===== src/hdl/bt1ch_pkg.sv =====
// constants for the bridge type 1 configuration header slice, bytes 0x009 to 0x01d, plus the lock word at index 0x040
// assumes a 32-bit apb slave: each header byte index sits in its own word at index*4
// How it works
// class identifier low byte reads zero, read-only: no subtractive decode
// class identifier middle byte reads 0x04 read-only: bridge subclass
// class identifier top byte reads 0x06 read-only: bridge base class
// cache line size is 8-bit read/write, resets zero, affects nothing
// primary latency timer reads zero, read-only
// header layout type reads 0x01, read-only
// self-test control reads zero, read-only
// both base address words read zero, read-only
// primary bus number read/write, resets zero, no internal effect
// secondary bus number read/write, resets zero
// subordinate bus number read/write, resets zero
// secondary latency timer reads zero, read-only
// io window low bit 0 is lockable capability, resets one, one is wide
// io window high bit 0 mirrors the capability bit, read-only
// io window low bits 7:4 read/write, reset 0xf, address bits 15:12
// io window high bits 7:4 read/write, reset zero, low twelve bits ones
// io base and limit decide which io accesses are forwarded
// bits 3:1 of both io window bytes read zero, read-only
// writes to read-only fields are ignored
package bt1ch_pkg;
  localparam int unsigned ADDR_W = 12;

  // header byte indices; byte address on the bus is index times four
  localparam logic [9:0] IDX_CLASS = 10'h009;
  localparam logic [9:0] IDX_CACHE_LINE = 10'h00c;
  localparam logic [9:0] IDX_PRIM_LAT = 10'h00d;
  localparam logic [9:0] IDX_LAYOUT = 10'h00e;
  localparam logic [9:0] IDX_SELFTEST = 10'h00f;
  localparam logic [9:0] IDX_BASE0 = 10'h010;
  localparam logic [9:0] IDX_BASE1 = 10'h014;
  localparam logic [9:0] IDX_PBUS = 10'h018;
  localparam logic [9:0] IDX_SBUS = 10'h019;
  localparam logic [9:0] IDX_SUBUS = 10'h01a;
  localparam logic [9:0] IDX_SEC_LAT = 10'h01b;
  localparam logic [9:0] IDX_IOLOW = 10'h01c;
  localparam logic [9:0] IDX_IOHIGH = 10'h01d;
  localparam logic [9:0] IDX_LOCK = 10'h040;

  // fixed read values
  localparam logic [7:0] CLASS_PROG_IF = 8'h00;
  localparam logic [7:0] CLASS_SUB = 8'h04;
  localparam logic [7:0] CLASS_BASE = 8'h06;
  localparam logic [7:0] PRIM_LAT_VAL = 8'h00;
  localparam logic [7:0] LAYOUT_VAL = 8'h01;
  localparam logic [7:0] SELFTEST_VAL = 8'h00;
  localparam logic [31:0] BASE_ADDR_VAL = 32'h0000_0000;
  localparam logic [7:0] SEC_LAT_VAL = 8'h00;

  // field positions
  localparam int unsigned CAP_BIT = 0;
  localparam int unsigned IOWIN_LSB = 4;
  localparam int unsigned LOCK_BIT = 0;

  // reset values
  localparam logic [7:0] CACHE_LINE_RST = 8'h00;
  localparam logic [7:0] BUS_RST = 8'h00;
  localparam logic CAP_RST = 1'b1;
  localparam logic [3:0] WIN_LOW_RST = 4'hf;
  localparam logic [3:0] WIN_HIGH_RST = 4'h0;
  localparam logic LOCK_RST = 1'b0;
endpackage


===== src/hdl/bt1ch_regs.sv =====
// configuration header slice with apb access and io window forwarding decision
// assumes apb3/4 master on pclk; io_req/io_addr come from same-clock logic
`timescale 1ns/1ps
module bt1ch_regs
(
  input wire logic pclk, // core clock
  input wire logic presetn, // async reset, active low
  input wire logic psel, // apb select
  input wire logic penable, // apb access phase
  input wire logic pwrite, // apb direction
  input wire logic [bt1ch_pkg::ADDR_W-1:0] paddr, // apb byte address
  input wire logic [31:0] pwdata, // apb write data
  input wire logic [3:0] pstrb, // apb byte strobes
  output logic [31:0] prdata, // apb read data
  output logic pready, // apb ready
  output logic pslverr, // apb error, unmapped address
  input wire logic io_req, // io access to classify
  input wire logic [31:0] io_addr, // io access address
  output logic io_fwd_valid, // classification ready pulse
  output logic io_fwd, // access lies in window
  output logic [7:0] secondary_bus_number, // secondary bus
  output logic [7:0] subordinate_bus_number, // highest bus behind bridge
  output logic io_addressing_capability // 1 wide, 0 narrow io addressing
);

  typedef struct packed
  {
    logic [7:0] cache_line;
    logic [7:0] pbus;
    logic [7:0] sbus;
    logic [7:0] subus;
    logic cap;
    logic [3:0] win_low;
    logic [3:0] win_high;
    logic lock;
    logic [31:0] rdata;
    logic ready;
    logic slverr;
    logic fwd;
    logic fwd_valid;
  } bt1ch_state_s;

  bt1ch_state_s st_r;
  bt1ch_state_s st_nxt;

  // word-aligned decode; non-zero low address bits are treated as unmapped
  function automatic logic bt1ch_hit(input logic [bt1ch_pkg::ADDR_W-1:0] a,
                                     input logic [9:0] idx);
    bt1ch_hit = (a[1:0] == 2'h0) && (a[bt1ch_pkg::ADDR_W-1:2] == idx);
  endfunction

  function automatic logic bt1ch_mapped(input logic [bt1ch_pkg::ADDR_W-1:0] a);
    bt1ch_mapped = bt1ch_hit(a, bt1ch_pkg::IDX_CLASS) || bt1ch_hit(a, bt1ch_pkg::IDX_CACHE_LINE)
      || bt1ch_hit(a, bt1ch_pkg::IDX_PRIM_LAT) || bt1ch_hit(a, bt1ch_pkg::IDX_LAYOUT)
      || bt1ch_hit(a, bt1ch_pkg::IDX_SELFTEST) || bt1ch_hit(a, bt1ch_pkg::IDX_BASE0)
      || bt1ch_hit(a, bt1ch_pkg::IDX_BASE1) || bt1ch_hit(a, bt1ch_pkg::IDX_PBUS)
      || bt1ch_hit(a, bt1ch_pkg::IDX_SBUS) || bt1ch_hit(a, bt1ch_pkg::IDX_SUBUS)
      || bt1ch_hit(a, bt1ch_pkg::IDX_SEC_LAT) || bt1ch_hit(a, bt1ch_pkg::IDX_IOLOW)
      || bt1ch_hit(a, bt1ch_pkg::IDX_IOHIGH) || bt1ch_hit(a, bt1ch_pkg::IDX_LOCK);
  endfunction

  logic setup;
  logic wr_en;
  logic [7:0] wbyte;

  assign setup = psel && !penable;
  // writes land only at the completing access edge
  assign wr_en = psel && penable && pwrite && st_r.ready && pstrb[0];
  assign wbyte = pwdata[7:0];

  always_comb
  begin
    st_nxt = st_r;
    st_nxt.ready = setup;
    st_nxt.slverr = setup && !bt1ch_mapped(paddr);
    st_nxt.rdata = 32'h0000_0000;
    if (setup && !pwrite)
    begin
      if (bt1ch_hit(paddr, bt1ch_pkg::IDX_CLASS))
        st_nxt.rdata = {8'h00, bt1ch_pkg::CLASS_BASE, bt1ch_pkg::CLASS_SUB,
                        bt1ch_pkg::CLASS_PROG_IF};
      else if (bt1ch_hit(paddr, bt1ch_pkg::IDX_CACHE_LINE))
        st_nxt.rdata = {24'h000000, st_r.cache_line};
      else if (bt1ch_hit(paddr, bt1ch_pkg::IDX_PRIM_LAT))
        st_nxt.rdata = {24'h000000, bt1ch_pkg::PRIM_LAT_VAL};
      else if (bt1ch_hit(paddr, bt1ch_pkg::IDX_LAYOUT))
        st_nxt.rdata = {24'h000000, bt1ch_pkg::LAYOUT_VAL};
      else if (bt1ch_hit(paddr, bt1ch_pkg::IDX_SELFTEST))
        st_nxt.rdata = {24'h000000, bt1ch_pkg::SELFTEST_VAL};
      else if (bt1ch_hit(paddr, bt1ch_pkg::IDX_BASE0) || bt1ch_hit(paddr, bt1ch_pkg::IDX_BASE1))
        st_nxt.rdata = bt1ch_pkg::BASE_ADDR_VAL;
      else if (bt1ch_hit(paddr, bt1ch_pkg::IDX_PBUS))
        st_nxt.rdata = {24'h000000, st_r.pbus};
      else if (bt1ch_hit(paddr, bt1ch_pkg::IDX_SBUS))
        st_nxt.rdata = {24'h000000, st_r.sbus};
      else if (bt1ch_hit(paddr, bt1ch_pkg::IDX_SUBUS))
        st_nxt.rdata = {24'h000000, st_r.subus};
      else if (bt1ch_hit(paddr, bt1ch_pkg::IDX_SEC_LAT))
        st_nxt.rdata = {24'h000000, bt1ch_pkg::SEC_LAT_VAL};
      else if (bt1ch_hit(paddr, bt1ch_pkg::IDX_IOLOW))
        st_nxt.rdata = {24'h000000, st_r.win_low, 3'h0, st_r.cap};
      else if (bt1ch_hit(paddr, bt1ch_pkg::IDX_IOHIGH))
        st_nxt.rdata = {24'h000000, st_r.win_high, 3'h0, st_r.cap};
      else if (bt1ch_hit(paddr, bt1ch_pkg::IDX_LOCK))
        st_nxt.rdata = {31'h00000000, st_r.lock};
    end
    // read-only words have no write path at all
    if (wr_en)
    begin
      if (bt1ch_hit(paddr, bt1ch_pkg::IDX_CACHE_LINE))
        st_nxt.cache_line = wbyte;
      if (bt1ch_hit(paddr, bt1ch_pkg::IDX_PBUS))
        st_nxt.pbus = wbyte;
      if (bt1ch_hit(paddr, bt1ch_pkg::IDX_SBUS))
        st_nxt.sbus = wbyte;
      if (bt1ch_hit(paddr, bt1ch_pkg::IDX_SUBUS))
        st_nxt.subus = wbyte;
      if (bt1ch_hit(paddr, bt1ch_pkg::IDX_IOLOW))
      begin
        st_nxt.win_low = wbyte[bt1ch_pkg::IOWIN_LSB +: 4];
        if (!st_r.lock)
          st_nxt.cap = wbyte[bt1ch_pkg::CAP_BIT];
      end
      if (bt1ch_hit(paddr, bt1ch_pkg::IDX_IOHIGH))
        st_nxt.win_high = wbyte[bt1ch_pkg::IOWIN_LSB +: 4];
      if (bt1ch_hit(paddr, bt1ch_pkg::IDX_LOCK))
        st_nxt.lock = wbyte[bt1ch_pkg::LOCK_BIT];
    end
    // no upper io base/limit in this slice, so the window never leaves the low 64k
    st_nxt.fwd_valid = io_req;
    st_nxt.fwd = io_req && (io_addr[31:16] == 16'h0000)
      && (io_addr[15:12] >= st_r.win_low) && (io_addr[15:12] <= st_r.win_high);
  end

  always_ff @(posedge pclk or negedge presetn)
  begin
    if (!presetn)
    begin
      st_r.cache_line <= bt1ch_pkg::CACHE_LINE_RST;
      st_r.pbus <= bt1ch_pkg::BUS_RST;
      st_r.sbus <= bt1ch_pkg::BUS_RST;
      st_r.subus <= bt1ch_pkg::BUS_RST;
      st_r.cap <= bt1ch_pkg::CAP_RST;
      st_r.win_low <= bt1ch_pkg::WIN_LOW_RST;
      st_r.win_high <= bt1ch_pkg::WIN_HIGH_RST;
      st_r.lock <= bt1ch_pkg::LOCK_RST;
      st_r.rdata <= 32'h0000_0000;
      st_r.ready <= 1'b0;
      st_r.slverr <= 1'b0;
      st_r.fwd <= 1'b0;
      st_r.fwd_valid <= 1'b0;
    end
    else
      st_r <= st_nxt;
  end

  assign prdata = st_r.rdata;
  assign pready = st_r.ready;
  assign pslverr = st_r.slverr;
  assign io_fwd = st_r.fwd;
  assign io_fwd_valid = st_r.fwd_valid;
  assign secondary_bus_number = st_r.sbus;
  assign subordinate_bus_number = st_r.subus;
  assign io_addressing_capability = st_r.cap;

endmodule // bt1ch_regs


===== config.mk =====
export PLATFORM = sky130hd
export DESIGN_NAME = bt1ch_regs
export DESIGN_NICKNAME = d
export VERILOG_FILES = /design/src/hdl/bt1ch_pkg.sv /design/src/hdl/bt1ch_regs.sv
export SDC_FILE = /design/constraint.sdc
export NUM_CORES = 1
export LEC_CHECK = 0
export ABC_AREA = 1
export BUFFER_PORTS_ARGS = -buffer_cell sky130_fd_sc_hd__buf_2
export CAP_MARGIN = 30
export CORE_ASPECT_RATIO = 1.1
export CORE_MARGIN = 10
export CORE_UTILIZATION = 42
export CTS_BUF_LIST = sky130_fd_sc_hd__clkbuf_8
export CTS_CLUSTER_SIZE = 16
export DETAILED_ROUTE_END_ITERATION = 7
export PLACE_DENSITY_LB_ADDON = 0.2
export SYNTH_ARGS = -nofsm -noshare
export SYNTH_HDL_FRONTEND = slang
export SYNTH_SLANG_ARGS = --single-unit

===== constraint.sdc =====
create_clock -name pclk -period 1.5 [get_ports pclk]
set_input_delay 0.225 -clock pclk [delete_from_list [all_inputs] [get_ports pclk]]
set_output_delay 0.225 -clock pclk [all_outputs]
set_load 0.05 [all_outputs]

* Yosys cells after proc, flatten, opt, wreduce, memory -nomap -nowiden
Index checks and enable logic that the tools add are counted.
Word-level totals: register bits after elaboration 78, input bits 86, output and inout bits 53, logic and storage cells 95
Cells by class: $lt $le $gt $ge 2, equal/unequal tests 14, multiplexer cells 14, bitwise operators 1, reductions and logical operators 51
Operator list (count):
- $mux 8 | 11
- $eq 10x5->1 const B | 8
- $eq 10x4->1 const B | 5
- $mux 32 | 1
- $logic_and 1x1->1 | 24
- $mux 19 | 1
- $logic_not 16->1 | 1
- $logic_or 1x1->1 | 14
- $reduce_and 2->1 | 7
- $eq 10x7->1 const B | 1
- $ge 4x4->1 | 1
- $le 4x4->1 | 1
- $logic_not 1->1 | 3
- $reduce_and 3->1 | 1
- $logic_not 2->1 | 1
- $mux 1 | 1
- $not 1->1 | 1

* Logic depth before layout (Yosys ltp)
Gate-level depths: netlist (run 1).
word-level depth 17, mapped depth 13, depth with buffers taken out 13

* Worst setup path before layout (run 1)
Ideal clock, no wire load.
path type register -> register, start point reg st_r, in the netlist pready, end point reg st_r[68] in the netlist's numbering, setup time 0.131 ns, data arrival time 1.669 ns, data required time 1.369 ns, path slack -0.299 ns, cell stages (with the launch flop) 7, buffers on the path 1, period minus slack after synthesis 1.799 ns, path through dfrtp_1 > nand3_1 > nor2_1 > nand2_1 > buf_2 > nand2_1 > o21ai_0
Between the ends: longest elaborated chain between the ends 3
RTL lines:
- from (decl) | line bt1ch_regs.sv:43 | bt1ch_state_s st_r;
- from (signal assigned) | line bt1ch_regs.sv:154 | st_r <= st_nxt;
- $logic_and 1x1->1 (2 in a row) | line bt1ch_regs.sv:68 | assign wr_en = psel && penable && pwrite && st_r.ready && pstrb[0];
- $reduce_and 2->1 (no line)
No other way between the ends. A chain may end at the register's enable or synchronous reset.

==> results.json, run 1 <==
{
  "regArea_mm2": 0.00138,
  "mostFrequentLayoutCells": "nand2_1 (87), buf_2 (78), dfrtp_1 (49), inv_1 (42), buf_4 (34)",
  "wl_per_cell_um": 13.9,
  "drive_gt1_share_pct": 35.2,
  "via_per_inst": 4.67,
  "nets": 579,
  "antenna_cells": 0,
  "outcome": "finished clean",
  "ys_ff_latch": 55,
  "arrival_ns": 1.65,
  "fmax_mhz": 690,
  "post-dp-hpwl_um": 6610,
  "yosysWarnings": 0,
  "synth_top_area_cell": "dfrtp_1",
  "antenna_left": 0,
  "grt_overflow": 0,
  "fin_worst_skew_ns": 0.00439,
  "power_mw": 2.73,
  "root_buffer": "clkbuf_8",
  "grt_max_degree": 56,
  "portBuffers": 78,
  "required_ns": 1.70,
  "rsz0062_at_grt": "yes",
  "groute.usage.overall_pct": 14.0,
  "dr_total_vias": 2762,
  "fin_area_mm2": 0.00391,
  "area_growth_pct": 20.5,
  "coreArea_mm2": 0.00747,
  "cts_inserted_buffers": 5,
  "numPlacedInstances": 581,
  "yosys-top-cells-area": "dfrtp_1 (39%), buf_4 (12%), nand2_1 (10%)",
  "clock_latency_ns": 0.31,
  "gp_congestion": 0.832,
  "drtIter0Drc": 161,
  "synth_seq_area_share_pct": 42.6,
  "drtPass1Iterations": 4,
  "syn-cell-area_mm2": 0.00325,
  "die_area_mm2": 0.0116,
  "start_util_pct": 43.4,
  "finalSetupViolCount": 0,
  "drc": 0,
  "wl_um": 8230,
  "h-tree-depth": 2,
  "ir_worst_vdd_uv": 393,
  "fp.dieH_um": 112,
  "cts_tree": "yes",
  "grt_pass1_wl_um": 13700,
  "placed_area_mm2": 0.00378,
  "endpoint_kind": "flip-flop",
  "grt_pass1_vias": 2831,
  "fin_cells": 591,
  "crit_type": "flip-flop to flip-flop",
  "finalCritPeriodShare_pct": 96.6,
  "path_clk_slew_ns": 0.10,
  "max_cap_violations": 0,
  "multi_input_area_mm2": 0.00139,
  "hp-class": "input port to flip-flop",
  "final_util_pct": 52.4,
  "power.leakage_nw": 2.14,
  "clockBufferDepth": 2,
  "fin_crit_ns": 1.45,
  "fill_cells": 746,
  "antenna_found_initial": 0,
  "io_pins": 139,
  "powerDensity_mw_per_mm2": 697,
  "synth.distinct_cells": 32,
  "netlist.area_leader.share_pct": 38.6,
  "cts_num_sinks": 55,
  "final_common_cell": "nand2_1",
  "critPathMaxFanout": 3,
  "netlist_instances": 394,
  "maxSlewViolCount": 0,
  "finalHoldViolations": 0,
  "cp-start-kind": "flip-flop",
  "dieWidth_um": 104,
  "rows": 33,
  "tns_ns": 0,
  "postSynthAreaPerCell_um2": 8.24
}
==> registers in the layout (all words and copies together) (netlist names) <==
| name | count |
|---|---|
| io_fwd_valid | 1 |
| io_fwd | 1 |
| prdata | 9 |
| pslverr | 1 |
| io_addressing_capability | 1 |
| secondary_bus_number | 8 |
| st_r | 25 |
| subordinate_bus_number | 8 |
| pready | 1 |
==> power breakdown <==
group          total (mW)  leakage [nW]  internal (mW)  switching [mW]
registers            1.49         0.745           1.49         0.00123
logic               0.379          1.34          0.107           0.272
clock network       0.861        0.0526          0.373           0.488
total                2.73          2.14           1.97           0.762
==> Yosys cell counts <==
library cell   n
dfstp_2        5
or2_2          1
nor3_1         2
nand2_2        3
nor2_2         4
nor4_1         5
dfrtp_1       50
o211ai_1       3
nor2_4         4
a21boi_0       1
conb_1         1
o21ai_0       22
buf_2          1
mux2i_1        2
clkbuf_1       1
inv_2          5
nor2_1        28
nand4_1        8
buf_6          1
a41oi_1        1
nor3_2         1
nand3_1       13
inv_1         42
o21ai_2       16
nand3b_1       1
nand2_1       87
ha_1           8
a21oi_1       23
nand2_4        2
buf_4         50
nor3_4         2
o21bai_1       1
==> routing by layer <==
layer	wire [µm]	vias to the layer above	global-route usage [%]
met4	85	0	3.44
met1	3510	1297	17.1
met3	554	6	3.72
met5	0	-	0
li1	-	1379	-
met2	4090	80	24.0
==> timing repair <==
action | CTS | global route
endpoints found under the hold margin | 50 | 0
hold buffers | 1 | 0
cloned | 0 | 0
buffers inserted | 0 | 1
gates resized for setup | 1 | 4
endpoints found under the setup margin | 1 | 1
pin swaps | 0 | 4
==> cell families after synthesis <==
group,Yosys count,synth area share (%)
other,1,0.116
DFF,55,42.6
buffers and inverters,100,17.6
muxes,2,0.617
and+or+nand+nor,161,23.3
adders and majority gates,8,3.08
AOI/OAI and AO/OA,67,12.7
==> cell type report <==
| type | count | area share [%] |
|---|---|---|
| sequential | 55 | 35.4 |
| inverter | 47 | 4.51 |
| tap | 105 | 3.36 |
| clock buffer | 6 | 2.11 |
| clock inverter | 2 | 0.320 |
| multi-input combinational | 259 | 35.5 |
| timing repair buffer | 117 | 18.8 |
==> critical path: stages (launching register included) <==
cell      delay [ns]
dfstp_2         0.56
inv_2           0.05
ha_4            0.19
a21boi_2        0.14
o21ai_1         0.14
nand2_1         0.07
a21oi_1         0.14
nor2_1          0.05
==> stage by stage <==
step	worst slack [ns]	hold WS, ns
CTS	0.0254	0.0319
global route	-0.0232	0.0332
finish	0.0506	0.0379
global placement	-0.160	0.244
floorplan	0.0425	-0.0706
detailed placement	-0.177	0.246
==> path summary, 6_finish.rpt <==
kind | start | to | slack, ns | cells past startpoint
setup / recovery | st_r[42]$_DFFE_PN1P_ | io_fwd$_DFF_PN0_ | 0.05 | 7
hold / removal | io_req | io_fwd_valid$_DFF_PN0_ | 0.04 | 1
setup reg to reg | st_r[42]$_DFFE_PN1P_ | io_fwd$_DFF_PN0_ | 0.05 | 7
hold reg to reg | st_r[72]$_DFFE_PN0P_ | st_r[72]$_DFFE_PN0P_ | 0.49 | 2
max in group asynchronous | presetn | io_addressing_capability$_DFFE_PN1P_ | 0.76 | 3
min in group asynchronous | presetn | st_r[63]$_DFFE_PN0P_ | 0.43 | 3
Power figures use the tool's default switching activity.
==> run 2, diff against run 1 <==
--- a/config.mk
+++ b/config.mk
@@ -8,7 +8,7 @@
 export ABC_AREA = 1
 export BUFFER_PORTS_ARGS = -buffer_cell sky130_fd_sc_hd__buf_2
 export CAP_MARGIN = 30
-export CORE_ASPECT_RATIO = 1.1
+export CORE_ASPECT_RATIO = 0.8
 export CORE_MARGIN = 10
 export CORE_UTILIZATION = 42
 export CTS_BUF_LIST = sky130_fd_sc_hd__clkbuf_8
==> run 2 against run 1 <==
First-iteration DRC count down 23%. Global-route usage fell by 0.18 points. Highest routed layer unchanged. Final area grew 1.4%. Largest power group unchanged. Non-clock buffer count up 5. Largest cell class unchanged. Critical path type unchanged. Critical endpoint unchanged. Fmax grew 0.83%.
==> results.json, run 2 (synthesized netlist as in run 1, its figures left out) <==
{
  "grt_overflow": 0,
  "rows": 28,
  "finalSetupViolCount": 0,
  "area_growth_pct": 22.2,
  "top_register": "st_r",
  "clock_latency_ns": 0.31,
  "path_clk_slew_ns": 0.10,
  "wl_um": 8130,
  "cts_inserted_buffers": 5,
  "drive_gt1_share_pct": 36.9,
  "combPwrFrac_pct": 14.3,
  "power.leakage_nw": 2.16,
  "crit_type": "flip-flop to flip-flop",
  "largest_reg_flops": 25,
  "intPower_mw": 1.92,
  "cts_tree": "yes",
  "fmax_mhz": 696,
  "netSwitchingPower_mw": 0.761,
  "rsz0062_at_grt": "yes",
  "rrSetupSlack_ns": 0.06,
  "dr_total_vias": 2712,
  "antenna_left": 0,
  "cpMaxStageDelayCell": "dfstp_2",
  "gp_congestion": 0.826,
  "h-tree-depth": 2,
  "fin_worst_skew_ns": 0.00993,
  "crit_end": "io_fwd$_DFF_PN0_",
  "drc": 0,
  "nets": 584,
  "dieWidth_um": 118,
  "multi_input_area_mm2": 0.00141,
  "max_cap_violations": 0,
  "wl_per_cell_um": 13.6,
  "critPathLaunch": "st_r[42]$_DFFE_PN1P_",
  "fp.dieH_um": 98.6,
  "endpoint_kind": "flip-flop",
  "via_per_inst": 4.55,
  "max_stage_delay_ns": 0.55,
  "post-dp-hpwl_um": 6560,
  "grt_pass1_vias": 2768,
  "antenna_cells": 0,
  "critPathMaxFanout": 2,
  "start_util_pct": 43.5,
  "power_frac_clock_pct": 30.1,
  "grt_pass1_wl_um": 13600,
  "p_seq_share_pct": 55.6,
  "die_area_mm2": 0.0117,
  "crit_path_cell_trace": "inv_2 > ha_4 > a21boi_2 > o21ai_1 > nand2_1 > a21oi_2 > nor2_1",
  "clockBufferDepth": 2,
  "groute.usage.overall_pct": 13.8,
  "grt_max_degree": 45,
  "antenna_found_initial": 0,
  "finalHoldViolations": 0,
  "r2r_cells": 7,
  "ir_worst_vdd_uv": 354,
  "required_ns": 1.71,
  "drtPass1Iterations": 4,
  "numPlacedInstances": 584,
  "powerDensity_mw_per_mm2": 675,
  "finalCritPeriodShare_pct": 95.8,
  "mostFrequentLayoutCells": "nand2_1 (86), buf_2 (78), dfrtp_1 (49), inv_1 (41), buf_4 (38)",
  "drtIter0Drc": 124,
  "maxSlewViolCount": 0,
  "final_common_cell": "nand2_1",
  "outcome": "finished clean",
  "root_buffer": "clkbuf_8",
  "arrival_ns": 1.65,
  "fin_crit_ns": 1.44,
  "power.share.switching_pct": 28.4,
  "final_util_pct": 53.2,
  "portBuffers": 78,
  "io_pins": 139,
  "cp-start-kind": "flip-flop",
  "hp-class": "input port to flip-flop",
  "cts_num_sinks": 55,
  "r2r_end": "io_fwd$_DFF_PN0_",
  "r2r_start": "st_r[42]$_DFFE_PN1P_",
  "fill_cells": 724,
  "regArea_mm2": 0.00138,
  "coreArea_mm2": 0.00746,
  "fin_cells": 596
}
## run 2: cell types whose count changed in the layout (fill, tap and decap cells not counted), sizes merged
| cell | previous run | this run |
|---|---|---|
| clkinvlp | 0 | 1 |
| clkinv | 1 | 0 |
| inv | 48 | 49 |
| clkbuf | 6 | 5 |
| buf | 116 | 121 |
## run 2: layout make-up
class                           instances  area share (%)
Tap cell                              105            3.31
Inverter                               47            4.45
Clock buffer                            5            1.74
Clock inverter                          3           0.379
Sequential cell                        55            34.9
Multi-Input combinational cell        259            35.4
Timing Repair Buffer                  122            19.8
## run 2: per-layer routing
| layer | up-vias | track usage [%] | routed length, µm |
|---|---|---|---|
| met5 | - | 0 | 0 |
| met2 | 61 | 23.0 | 3980 |
| met4 | 0 | 2.85 | 43 |
| met3 | 5 | 3.88 | 504 |
| met1 | 1253 | 17.6 | 3600 |
| li1 | 1393 | - | - |
## run 2: power groups by stage
stage	registers, mW	clock network [mW]	logic, mW
2_1_floorplan	1.53	0	0.237
3_3_place_gp	1.52	0	0.371
3_5_place_dp	1.52	0	0.376
4_1_cts	1.49	0.828	0.379
5_1_grt	1.49	0.898	0.421
6_report	1.49	0.806	0.382
## run 2: how the worst min path moves through the flow
stage,start,slack [ns],cells past startpoint,to
floorplan,presetn,-0.07,0,io_fwd$_DFF_PN0_
global placement,presetn,0.11,1,prdata[17]$_DFF_PN0_
detailed placement,presetn,0.12,1,prdata[0]$_DFF_PN0_
CTS,io_req,0.03,1,io_fwd_valid$_DFF_PN0_
global route,io_req,0.03,1,io_fwd_valid$_DFF_PN0_
finish,io_req,0.03,1,io_fwd_valid$_DFF_PN0_
## run 2: critical path: cells and delay by family, from the launching register on
| family | cells | cell delay (ns) |
|---|---|---|
| adders and majority gates | 1 | 0.21 |
| AOI/OAI and AO/OA | 3 | 0.41 |
| buffers and inverters | 1 | 0.04 |
| DFF | 1 | 0.55 |
| and+or+nand+nor | 2 | 0.13 |
## run 2: through the flow
| step | hold WS [ns] | power, mW | TNS [ns] | setup WS, ns | area [µm²] |
|---|---|---|---|---|---|
| 4_1_cts | 0.0256 | 2.69 | 0 | 0.00580 | 3910 |
| 3_5_place_dp | 0.117 | 1.89 | -4.70 | -0.183 | 3820 |
| 3_3_place_gp | 0.115 | 1.89 | -3.69 | -0.180 | 3820 |
| 6_report | 0.0311 | 2.68 | 0 | 0.0626 | 3970 |
| 2_1_floorplan | -0.0706 | 1.77 | 0 | 0.0425 | 3330 |
| 5_1_grt | 0.0253 | 2.81 | -0.0514 | -0.0504 | 3970 |
## run 2: repair_timing
action | CTS | global route
endpoints found under the hold margin | 11 | 0
gates resized for setup | 0 | 12
endpoints found under the setup margin | 0 | 4
buffers inserted | 0 | 3
hold buffers | 1 | 0
